## config.mk

```make
export PLATFORM = sky130hd
export DESIGN_NAME = emb_bus
export DESIGN_NICKNAME = d
export VERILOG_FILES = /design/src/emb_pkg.sv /design/src/emb_sync.sv /design/src/emb_bus.sv
export SDC_FILE = /design/constraint.sdc
export NUM_CORES = 1
export LEC_CHECK = 0
export BUFFER_PORTS_ARGS = -buffer_cell sky130_fd_sc_hd__buf_4
export CAP_MARGIN = 40
export CORE_UTILIZATION = 30
export DETAILED_ROUTE_END_ITERATION = 10
export PLACE_DENSITY = 0.61
export SYNTH_ARGS = -nofsm -noshare
export SYNTH_HDL_FRONTEND = slang
export SYNTH_SLANG_ARGS = --single-unit
```

## constraint.sdc

```tcl
create_clock -name sys_clk -period 2.4 [get_ports sys_clk]
set_input_delay 0.24 -clock sys_clk [delete_from_list [all_inputs] [get_ports sys_clk]]
set_output_delay 0.24 -clock sys_clk [all_outputs]
set_load 0.005 [all_outputs]
```

## src/emb_pkg.sv

```systemverilog
// Constants shared by the external memory bus logic
package emb_pkg;
	localparam int unsigned SYS_CLK_NS = 10;
	localparam int unsigned TCK_NS = 40;
	localparam int unsigned TCK_CYC = TCK_NS / SYS_CLK_NS;
	localparam int unsigned PH_W = 2;
	localparam logic [1:0] PH_FIRST = 2'h0;
	localparam logic [1:0] PH_SAMPLE = 2'h1;
	localparam logic [1:0] PH_HALF = 2'h2;
	localparam logic [1:0] PH_LAST = 2'h3;
	localparam int unsigned ADDR_W = 14;
	localparam int unsigned DATA_W = 24;
	localparam int unsigned WS_W = 3;
	localparam int unsigned CNT_W = 6;
	localparam logic [5:0] STB_BASE_CYC = 6'h02;
	localparam logic [5:0] TCK_CNT = 6'(TCK_CYC);
	localparam int unsigned NUM_SPACES = 3;
	localparam logic [1:0] SPACE_PROG = 2'h0;
	localparam logic [1:0] SPACE_DATA = 2'h1;
	localparam logic [1:0] SPACE_BOOT = 2'h2;
	localparam logic RST_SYNC = 1'h1;
	typedef enum logic [2:0] {
		EMB_IDLE = 3'b000,
		EMB_SETUP = 3'b001,
		EMB_STROBE = 3'b010,
		EMB_RECOV = 3'b011,
		EMB_HOLD = 3'b100,
		EMB_UNHOLD = 3'b101
	} emb_state_t;
endpackage

```

## src/emb_sync.sv

```systemverilog
// Two-stage level synchroniser for an asynchronous input
`timescale 1ns/1ps
`default_nettype none
module emb_sync (
	input wire logic sys_clk,
	input wire logic arst_n,
	input wire logic async_in,
	output logic sync_out
);
	logic meta_q;
	always_ff @(posedge sys_clk or negedge arst_n) begin
		if (!arst_n) begin
			meta_q <= emb_pkg::RST_SYNC;
			sync_out <= emb_pkg::RST_SYNC;
		end else begin
			meta_q <= async_in;
			sync_out <= meta_q;
		end
	end
endmodule
`default_nettype wire

```

## src/emb_bus.sv

```systemverilog
// External memory bus with strobes, wait states and hold grant
// Behaviour
// - Hold request sampled each cycle; acted on this cycle or the next when the bus is idle, else only once the current access has ended.
// - Hold acknowledge goes low in the cycle after the request is recognized.
// - Asynchronous hold request is synchronised inside the block.
// - Selects and strobes float no later than hold acknowledge goes low.
// - Hold acknowledge rises no later than selects and strobes are driven again.
// - Write data is driven only after the write strobe has fallen.
// - Write data leads strobe rise; lead grows four input periods (one processor cycle) per wait state.
// - Write data is released before the next read or write strobe.
`timescale 1ns/1ps
`default_nettype none
module emb_bus (
	input wire logic sys_clk,
	input wire logic arst_n,
	input wire logic acc_req,
	input wire logic acc_write,
	input wire logic [1:0] acc_space,
	input wire logic [emb_pkg::ADDR_W-1:0] acc_addr,
	input wire logic [emb_pkg::DATA_W-1:0] acc_wdata,
	input wire logic [emb_pkg::WS_W-1:0] wait_prog,
	input wire logic [emb_pkg::WS_W-1:0] wait_data,
	input wire logic [emb_pkg::WS_W-1:0] wait_boot,
	output logic acc_done,
	output logic [emb_pkg::DATA_W-1:0] acc_rdata,
	output logic cycle_clock_out,
	input wire logic hold_request_n,
	output logic hold_ack_n,
	output logic [emb_pkg::ADDR_W-1:0] mem_addr,
	output logic [emb_pkg::NUM_SPACES-1:0] space_select_n,
	output logic read_strobe_n,
	output logic write_strobe_n,
	output logic ctrl_oe,
	input wire logic [emb_pkg::DATA_W-1:0] mem_data_in,
	output logic [emb_pkg::DATA_W-1:0] mem_data_out,
	output logic mem_data_oe
);
	emb_pkg::emb_state_t state_q;
	logic [emb_pkg::PH_W-1:0] ph_q;
	logic [emb_pkg::CNT_W-1:0] cnt_q;
	logic req_sync_n;
	logic hold_seen_q;
	logic write_q;
	logic [1:0] space_q;
	logic [emb_pkg::WS_W-1:0] ws_sel;
	logic [emb_pkg::CNT_W-1:0] stb_len;
	logic start_go;
	logic grant_go;
	logic stb_end;

	// Request synchroniser
	emb_sync u_sync (
		.sys_clk(sys_clk),
		.arst_n(arst_n),
		.async_in(hold_request_n),
		.sync_out(req_sync_n)
	);

	// Processor cycle phase counter and cycle clock
	always_ff @(posedge sys_clk or negedge arst_n) begin
		if (!arst_n) begin
			ph_q <= emb_pkg::PH_FIRST;
			cycle_clock_out <= 1'b1;
		end else begin
			ph_q <= ph_q + 2'h1;
			cycle_clock_out <= (ph_q == emb_pkg::PH_LAST) || (ph_q == emb_pkg::PH_FIRST);
		end
	end

	// Hold request recognition once per processor cycle
	always_ff @(posedge sys_clk or negedge arst_n) begin
		if (!arst_n) begin
			hold_seen_q <= 1'b0;
		end else if (ph_q == emb_pkg::PH_SAMPLE) begin
			hold_seen_q <= ~req_sync_n;
		end
	end

	// Wait states of the requested space
	always_comb begin
		ws_sel = wait_data;
		unique case (acc_space)
			emb_pkg::SPACE_PROG: ws_sel = wait_prog;
			emb_pkg::SPACE_DATA: ws_sel = wait_data;
			emb_pkg::SPACE_BOOT: ws_sel = wait_boot;
			default: ws_sel = wait_data;
		endcase
	end

	assign stb_len = 6'(emb_pkg::STB_BASE_CYC - 6'h01 + 6'(ws_sel) * emb_pkg::TCK_CNT);
	assign grant_go = (state_q == emb_pkg::EMB_IDLE) && (ph_q == emb_pkg::PH_LAST) && hold_seen_q;
	assign start_go = (state_q == emb_pkg::EMB_IDLE) && (ph_q == emb_pkg::PH_LAST)
		&& !hold_seen_q && acc_req;
	assign stb_end = (state_q == emb_pkg::EMB_STROBE) && (cnt_q == 6'h00);

	// Bus sequencer
	always_ff @(posedge sys_clk or negedge arst_n) begin
		if (!arst_n) begin
			state_q <= emb_pkg::EMB_IDLE;
			cnt_q <= 6'h00;
		end else begin
			unique case (state_q)
				emb_pkg::EMB_IDLE: begin
					if (grant_go) begin
						state_q <= emb_pkg::EMB_HOLD;
					end else if (start_go) begin
						state_q <= emb_pkg::EMB_SETUP;
						cnt_q <= stb_len;
					end
				end
				emb_pkg::EMB_SETUP: begin
					state_q <= emb_pkg::EMB_STROBE;
				end
				emb_pkg::EMB_STROBE: begin
					if (cnt_q == 6'h00) begin
						state_q <= emb_pkg::EMB_RECOV;
					end else begin
						cnt_q <= cnt_q - 6'h01;
					end
				end
				emb_pkg::EMB_RECOV: begin
					if (ph_q == emb_pkg::PH_LAST) begin
						state_q <= emb_pkg::EMB_IDLE;
					end
				end
				emb_pkg::EMB_HOLD: begin
					if (req_sync_n) begin
						state_q <= emb_pkg::EMB_UNHOLD;
					end
				end
				emb_pkg::EMB_UNHOLD: begin
					state_q <= emb_pkg::EMB_IDLE;
				end
				default: begin
					state_q <= emb_pkg::EMB_IDLE;
				end
			endcase
		end
	end

	// Hold acknowledge and control driver enable
	always_ff @(posedge sys_clk or negedge arst_n) begin
		if (!arst_n) begin
			hold_ack_n <= 1'b1;
			ctrl_oe <= 1'b1;
		end else if (grant_go) begin
			hold_ack_n <= 1'b0;
			ctrl_oe <= 1'b0;
		end else if ((state_q == emb_pkg::EMB_HOLD) && req_sync_n) begin
			hold_ack_n <= 1'b1;
		end else if (state_q == emb_pkg::EMB_UNHOLD) begin
			ctrl_oe <= 1'b1;
		end
	end

	// Access attributes latched at start
	always_ff @(posedge sys_clk or negedge arst_n) begin
		if (!arst_n) begin
			write_q <= 1'b0;
			space_q <= emb_pkg::SPACE_DATA;
			mem_addr <= '0;
			mem_data_out <= '0;
		end else if (start_go) begin
			write_q <= acc_write;
			space_q <= acc_space;
			mem_addr <= acc_addr;
			mem_data_out <= acc_wdata;
		end
	end

	// One select flop per memory space
	genvar gi;
	generate
		for (gi = 0; gi < emb_pkg::NUM_SPACES; gi++) begin : g_sel
			always_ff @(posedge sys_clk or negedge arst_n) begin
				if (!arst_n) begin
					space_select_n[gi] <= 1'b1;
				end else if (start_go) begin
					space_select_n[gi] <= (acc_space != 2'(gi));
				end else if ((state_q == emb_pkg::EMB_RECOV) && (ph_q == emb_pkg::PH_LAST)) begin
					space_select_n[gi] <= 1'b1;
				end
			end
		end
	endgenerate

	// Read and write strobes
	always_ff @(posedge sys_clk or negedge arst_n) begin
		if (!arst_n) begin
			read_strobe_n <= 1'b1;
			write_strobe_n <= 1'b1;
		end else if (state_q == emb_pkg::EMB_SETUP) begin
			read_strobe_n <= write_q;
			write_strobe_n <= ~write_q;
		end else if (stb_end) begin
			read_strobe_n <= 1'b1;
			write_strobe_n <= 1'b1;
		end
	end

	// Write data driver
	always_ff @(posedge sys_clk or negedge arst_n) begin
		if (!arst_n) begin
			mem_data_oe <= 1'b0;
		end else if ((state_q == emb_pkg::EMB_STROBE) && write_q && !write_strobe_n && !stb_end) begin
			mem_data_oe <= 1'b1;
		end else if (state_q != emb_pkg::EMB_STROBE) begin
			mem_data_oe <= 1'b0;
		end
	end

	// Read capture at strobe rise and completion pulse
	always_ff @(posedge sys_clk or negedge arst_n) begin
		if (!arst_n) begin
			acc_rdata <= '0;
			acc_done <= 1'b0;
		end else begin
			acc_done <= stb_end;
			if (stb_end && !write_q) begin
				acc_rdata <= mem_data_in;
			end
		end
	end
endmodule
`default_nettype wire

```

==> results.ini, run 1 <==
[placement]
dp_hpwl_um=6140
gp_congestion=0.748
port_buffers=149

[worst_setup_path]
crit_start=state_q[0]
path_class=flip-flop to flip-flop
r2r_slack_ps=320
cp_slowest_cell=or4b_4
endpoint=mem_addr[9]
r2r_end=mem_addr[9]
worst-path-max-fanout=24
r2r.worst_path.cells=5
crit_path_start_kind=flip-flop
max_stage_delay_ps=610
critPathArrivalTime_ps=2300
path_cells=or4b_4, or2_2, buf_12, nand2_1, nand2_1
required_ps=2630
endpoint_kind=flip-flop
r2r-start=state_q[0]
critPathMostFrequentCell=nand2_1

[clocking]
path_clk_slew_ps=60
clock_latency_ps=330
cts_max_path_buffers=2
post_cts_resized=0
cts-root-buf=clkbuf_16
cts_setup_buffers=0
tritoncts=built
cts_made_buffers=9
htree_levels=3
cts.sinks=87

[global_routing]
grt_usage_pct=14.5
grt_pass1_wl_um=14000
first_global_vias=2926
grt_max_degree=45
overflow=0
antenna_found_initial=0

[synth]
syn-num-nets=419
synth_ff_type=dfrtp_1
ys_ff_latch=87
synth.top_cell.area_share_pct=53.5
synth_warnings=0
synth_edf_count=0
yosys.cell_types.count=41
synthArstFlopShare_pct=100
ys_seq_area_share_pct=60.8
synth_area_leaders=dfrtp_1 (54%), nand2_1 (13%), dfstp_2 (7.3%), mux2_2 (4.7%), mux2_1 (3.1%)
syn-mean-instance-area_um2=10.7
synth_area_leader_cell=dfrtp_1
yosysMostFrequentCell=nand2_1
synth_area_um2=3600
netlist_instances=337
synth_commonest_cells=nand2_1 (122), dfrtp_1 (77), mux2_2 (15)

[min_path]
hold_depth=3
hold_path.startpoint=acc_wdata[4]
worstHoldPathType=input pin to flip-flop

[run_status]
status=finished, violations left
violations=design-rule violations

[routing]
wl_um=8260
postRouteAntennaNets=0
avgRoutedWirePerCell_um=13.0
drt_first_pass_iters=7
drc=13
drtIter0Drc=144
via_count=2846
via_per_inst=4.49

[power_and_ir_drop]
p_int_mw=3.86
p_sw_mw=1.62
seqPwrFrac_pct=44.9
vdd_drop_max_mv=0.416
power.density_nw_per_um2=1060
power_frac_comb_pct=32.1
sw_frac_of_total_pct=29.6
power.clock.fraction_pct=22.9
leakage_nw=2.68

[floorplanning]
dieArea_um2=12400
io_pins=150
initial_utilization_pct=31.1
rows=39
die_h_um=112
core_area_um2=11600
fp.dieW_um=112

[sta]
hold_viol_final=0
slew_headroom_pct=62.6
fmax_ghz=0.481
tightestPinTransition_ps=561
rsz0062_at_grt=false
maxSlewViolCount=0
fin_skew_ps=3.45
holdWs_ps=95.6
setup_violations=0
finalSetupTns_ps=0
fin_crit_ps=2080
finalCritPeriodShare_pct=86.6

[job]
cap_viol_max_count=0

[cells_and_area]
fin_nets=570
n_antenna_cell=0
drive_gt1_share_pct=40.5
layout-area-overhead-vs-synth_pct=43.1

==> final cells by class <==
type                    count  area (um^2)
clock inverters             1         5.00
inverters                   8         30.0
fillers                  1134         6410
multi-input cells         224         1260
repair buffers            158         1230
flip-flops and latches     87         2190
well taps                 143          179
clock buffers              13          260
==> flip-flops by register name, indices dropped and copies added (netlist names), 2 cells and up <==
register	count
mem_addr	14
cnt_q	6
mem_data_out	24
space_select_n	3
acc_rdata	24
ph_q	2
state_q	3
==> layout by cell type (no fill, tap or decap), types with 2 or more instances in the layout <==
cell	instances
mux2i_1	4
buf_4	153
nor3_1	6
clkbuf_8	2
dfrtp_1	77
dfstp_2	10
ha_1	4
dlygate4sd3_1	2
o21ai_0	7
a31oi_1	2
mux2_2	15
mux2_1	10
buf_12	3
clkbuf_16	9
nand2b_1	5
nand3_1	5
nor2_1	13
a21oi_1	9
inv_1	8
clkbuf_1	2
nand2_1	122
==> worst min-delay path by stage <==
stage                       to  slack, ps
6_report       mem_data_out[4]        100
5_1_grt            mem_addr[3]         80
4_1_cts            mem_addr[4]         80
3_5_place_dp       mem_addr[9]        270
3_3_place_gp       mem_addr[9]        270
2_1_floorplan         acc_done        -60
==> metal layers <==
| metal | part of all wire, % | vias up | wire [um] | GRT usage, % |
|---|---|---|---|---|
| met2 | 48 | 90 | 3940 | 23.4 |
| li1 | - | 1406 | - | - |
| met5 | 0 | - | 0 | 0 |
| met4 | 1.5 | 0 | 123 | 7.03 |
| met3 | 5.8 | 8 | 478 | 4.30 |
| met1 | 45 | 1342 | 3720 | 17.7 |
==> critical path, delay by kind of cell (launching register included) <==
kind / cells / cell delay, ps
flops: 1 / 480
simple gates: 4 / 1250
buf+inv: 1 / 250
==> through the flow <==
step	instance area, um^2	util [%]	worst slack [ps]	instances	power (mW)
floorplan	3600	-	584	337	3.20
global placement	4860	42.1	355	618	4.21
detailed placement	4860	42.1	312	618	4.28
CTS	5150	44.5	300	634	5.58
global route	5150	44.5	193	634	5.90
finish	5150	44.5	321	634	5.48
==> cell families (layout without fill, tap and decap cells) <==
logic type / after synthesis / in the layout / synth area share (%)
and+or+nand+nor: 161 / 161 / 18.8
DFF: 87 / 87 / 60.8
AOI/OAI and AO/OA: 29 / 29 / 5.32
muxes: 29 / 29 / 8.93
buffers and inverters: 26 / 180 / 4.45
adders and majority gates: 4 / 4 / 1.39
xor gates and xnor gates: 1 / 1 / 0.243
==> timing repair <==
| item | 4_1_cts | 5_1_grt |
|---|---|---|
| hold endpoints to repair | 44 | 0 |
| hold buffers | 2 | 0 |
| setup endpoints to repair | 0 | 0 |
==> power by group through the flow <==
stage                     registers [mW]  clock network [mW]  logic, mW
final                               2.46                1.26       1.76
after global routing                2.55                1.39       1.97
after CTS                           2.47                1.32       1.79
after detailed placement            2.49                   0       1.79
after global placement              2.47                   0       1.74
after floorplan                     2.42                   0      0.778
No activity file was read; power rests on OpenSTA's default activity.
==> inputs of run 2 (changes only) <==
Settings changed: SYNTH_HIERARCHICAL set to 1.
==> results.ini, run 2 <==
[floorplanning]
core_area_um2=11500  ; -0.42%
dieArea_um2=12300  ; -0.82%
fp.dieW_um=111  ; -0.41%
rows=39  ; unchanged
die_h_um=111  ; -0.41%
initial_utilization_pct=31.0  ; -0.13 points
io_pins=150  ; unchanged

[sta]
rsz0062_at_grt=false
fmax_ghz=0.530  ; +10%
fin_ws_ps=514  ; +194 ps
finalSetupTns_ps=0  ; unchanged
tightestPinTransition_ps=462  ; -98.9 ps
fin_crit_ps=1890  ; -194 ps
fin_skew_ps=4.12  ; +0.668 ps
setup_violations=0  ; unchanged
finalCritPeriodShare_pct=78.6  ; -8.1 points
maxSlewViolCount=0  ; unchanged
hold_viol_final=0  ; unchanged
slew_headroom_pct=69.2  ; +6.6 points

[routing]
drc=14  ; +1
drt_first_pass_iters=7  ; unchanged
drtIter0Drc=97  ; -33%
routed-wl-met3_um=615  ; +29%
met2_length_um=3710  ; -5.9%
top_layer=met4
wl_met1_um=3170  ; -15%
avgRoutedWirePerCell_um=13.8  ; +5.7%
wl_um=7660  ; -7.3%
via_count=2520  ; -11%
postRouteAntennaNets=0  ; unchanged
via_per_inst=4.53  ; +0.97%

[global_routing]
grt_pass1_wl_um=13000  ; -7.6%
antenna_found_initial=0  ; unchanged
grt_max_degree=88  ; +96%
overflow=0  ; unchanged
first_global_vias=2671  ; -8.7%
grt_usage_pct=13.4  ; -1.1 points

[cells_and_area]
fin_nets=490  ; -14%
final_common_cell=buf_4
drive_gt1_share_pct=59.6  ; +19 points
reg_top3=acc_rdata x24, mem_data_out x24, mem_addr x14
n_antenna_cell=0  ; unchanged
layout-area-overhead-vs-synth_pct=45.7
final_cell_mix=buf_4 (152), dfrtp_1 (77), mux2_2 (62), a21oi_1 (13)
fin_util_pct=45.2  ; +0.62 points
final_cells=556  ; -12%

[synth]
synth_ff_type=dfrtp_1
synth_area_leader_cell=dfrtp_1
syn-num-nets=335  ; -20%
netlist_instances=253  ; -25%
syn-mean-instance-area_um2=14.1  ; +32%
synth_commonest_cells=dfrtp_1 (77), mux2_2 (62), a21oi_1 (13)
synth.top_cell.area_share_pct=54.0  ; +0.45 points
yosysMostFrequentCell=dfrtp_1
ys_seq_area_share_pct=61.3  ; +0.51 points
synthArstFlopShare_pct=100  ; unchanged
ys_ff_latch=87  ; unchanged
synth_warnings=6  ; +6
yosys.cell_types.count=41  ; unchanged
synth_edf_count=0  ; unchanged
synth_area_um2=3570  ; -0.83%
synth_area_leaders=dfrtp_1 (54%), mux2_2 (20%), dfstp_2 (7.4%), a21oi_1 (1.8%), mux2i_1 (1.7%)

[clocking]
cts_made_buffers=9  ; unchanged
tritoncts=built
post_cts_resized=0  ; unchanged
path_clk_slew_ps=60  ; about the same
cts_setup_buffers=0  ; unchanged
clock_latency_ps=340  ; about the same
cts-root-buf=clkbuf_16
cts_max_path_buffers=2  ; unchanged
htree_levels=3  ; unchanged
postCtsHoldBufs=2  ; unchanged
cts.sinks=87  ; unchanged

[placement]
port_buffers=149  ; unchanged
dp_cells=538  ; -13%
dp_hpwl_um=5520  ; -10%
dp_slack_ps=501  ; +189 ps
gp_congestion=0.738  ; -1.4%

[worst_setup_path]
path_class=flip-flop to flip-flop
required_ps=2620  ; about the same
crit_start=state_q[2]
r2r-start=state_q[2]
worst-path-max-fanout=24  ; unchanged
crit_path_start_kind=flip-flop
endpoint_kind=flip-flop
critPathArrivalTime_ps=2100  ; -200 ps
r2r.worst_path.cells=5  ; unchanged

[power_and_ir_drop]
vdd_drop_max_mv=0.521  ; +25%
leakage_nw=2.57  ; -4.1%
power.density_nw_per_um2=1070  ; +1.0%

[job]
cap_viol_max_count=0  ; unchanged

[run_status]
violations=design-rule violations
status=finished, violations left

[min_path]
worstHoldPathType=input pin to flip-flop
hold_depth=2  ; -1
hold_path.startpoint=acc_space[1]

run 2: cell count changes after synthesis, sizes merged, moves of 2 or more:
| cell | change |
|---|---|
| nand2 | -113 |
| nor3 | -4 |
| buf | -6 |
| mux2 | +38 |
| a21oi | +4 |
| mux2i | +2 |
| nor2 | -2 |
| o21ai | -5 |
| inv | +2 |
run 2: final timing paths:
check / endpoint / slack, ps
setup / recovery: acc_rdata[12] / 510
hold / removal: space_select_n[2] / 110
setup reg to reg: acc_rdata[12] / 510
hold reg to reg: u_sync/sync_out / 350
max in group asynchronous: cycle_clock_out / 1540
min in group asynchronous: acc_rdata[5] / 480
run 2: per-layer routing:
metal  GRT usage, %  vias to the layer above
met5              0                        -
met4           7.03                        0
met3           4.65                       11
met1           15.8                     1232
li1               -                     1195
met2           21.5                       82
run 2: final cells by class:
type	instances	area (um^2)
Fill cell	1078	6320
Multi-Input combinational cell	145	1270
Inverter	10	37.5
Clock inverter	3	90.1
Timing Repair Buffer	155	1180
Sequential cell	87	2190
Tap cell	143	179
Clock buffer	13	250
run 2: cell families (layout without fill, tap and decap cells):
| kind of cell | count (synthesis) | after routing | share of synthesized area (%) |
|---|---|---|---|
| AOI/OAI and AO/OA | 28 | 28 | 5.05 |
| xor gates and xnor gates | 2 | 2 | 0.491 |
| muxes | 69 | 69 | 21.6 |
| adders and majority gates | 4 | 4 | 1.40 |
| DFF | 87 | 87 | 61.3 |
| buffers and inverters | 21 | 181 | 3.01 |
| and+or+nand+nor | 42 | 42 | 7.15 |
run 2: power by group:
part	switching [mW]	internal, mW	leakage (nW)
sequential	0.358	2.02	1.08
combinational	0.583	1.05	1.33
clock	0.533	1.05	0.164
total	1.47	4.12	2.57
run 2: metrics by stage:
stage	total power, mW	instance area (um^2)	hold WS [ps]
floorplan	3.09	3570	-55.6
global placement	4.01	4840	318
detailed placement	4.06	4840	317
CTS	5.68	5200	91.2
global route	5.93	5200	111
finish	5.59	5200	106
run 2: critical path, cell delays in order, from the launching register on:
cell and delay, ps:
dfrtp_1 490, and2b_2 300, nand2b_2 120, nor3_4 130, buf_4 330, mux2_2 380
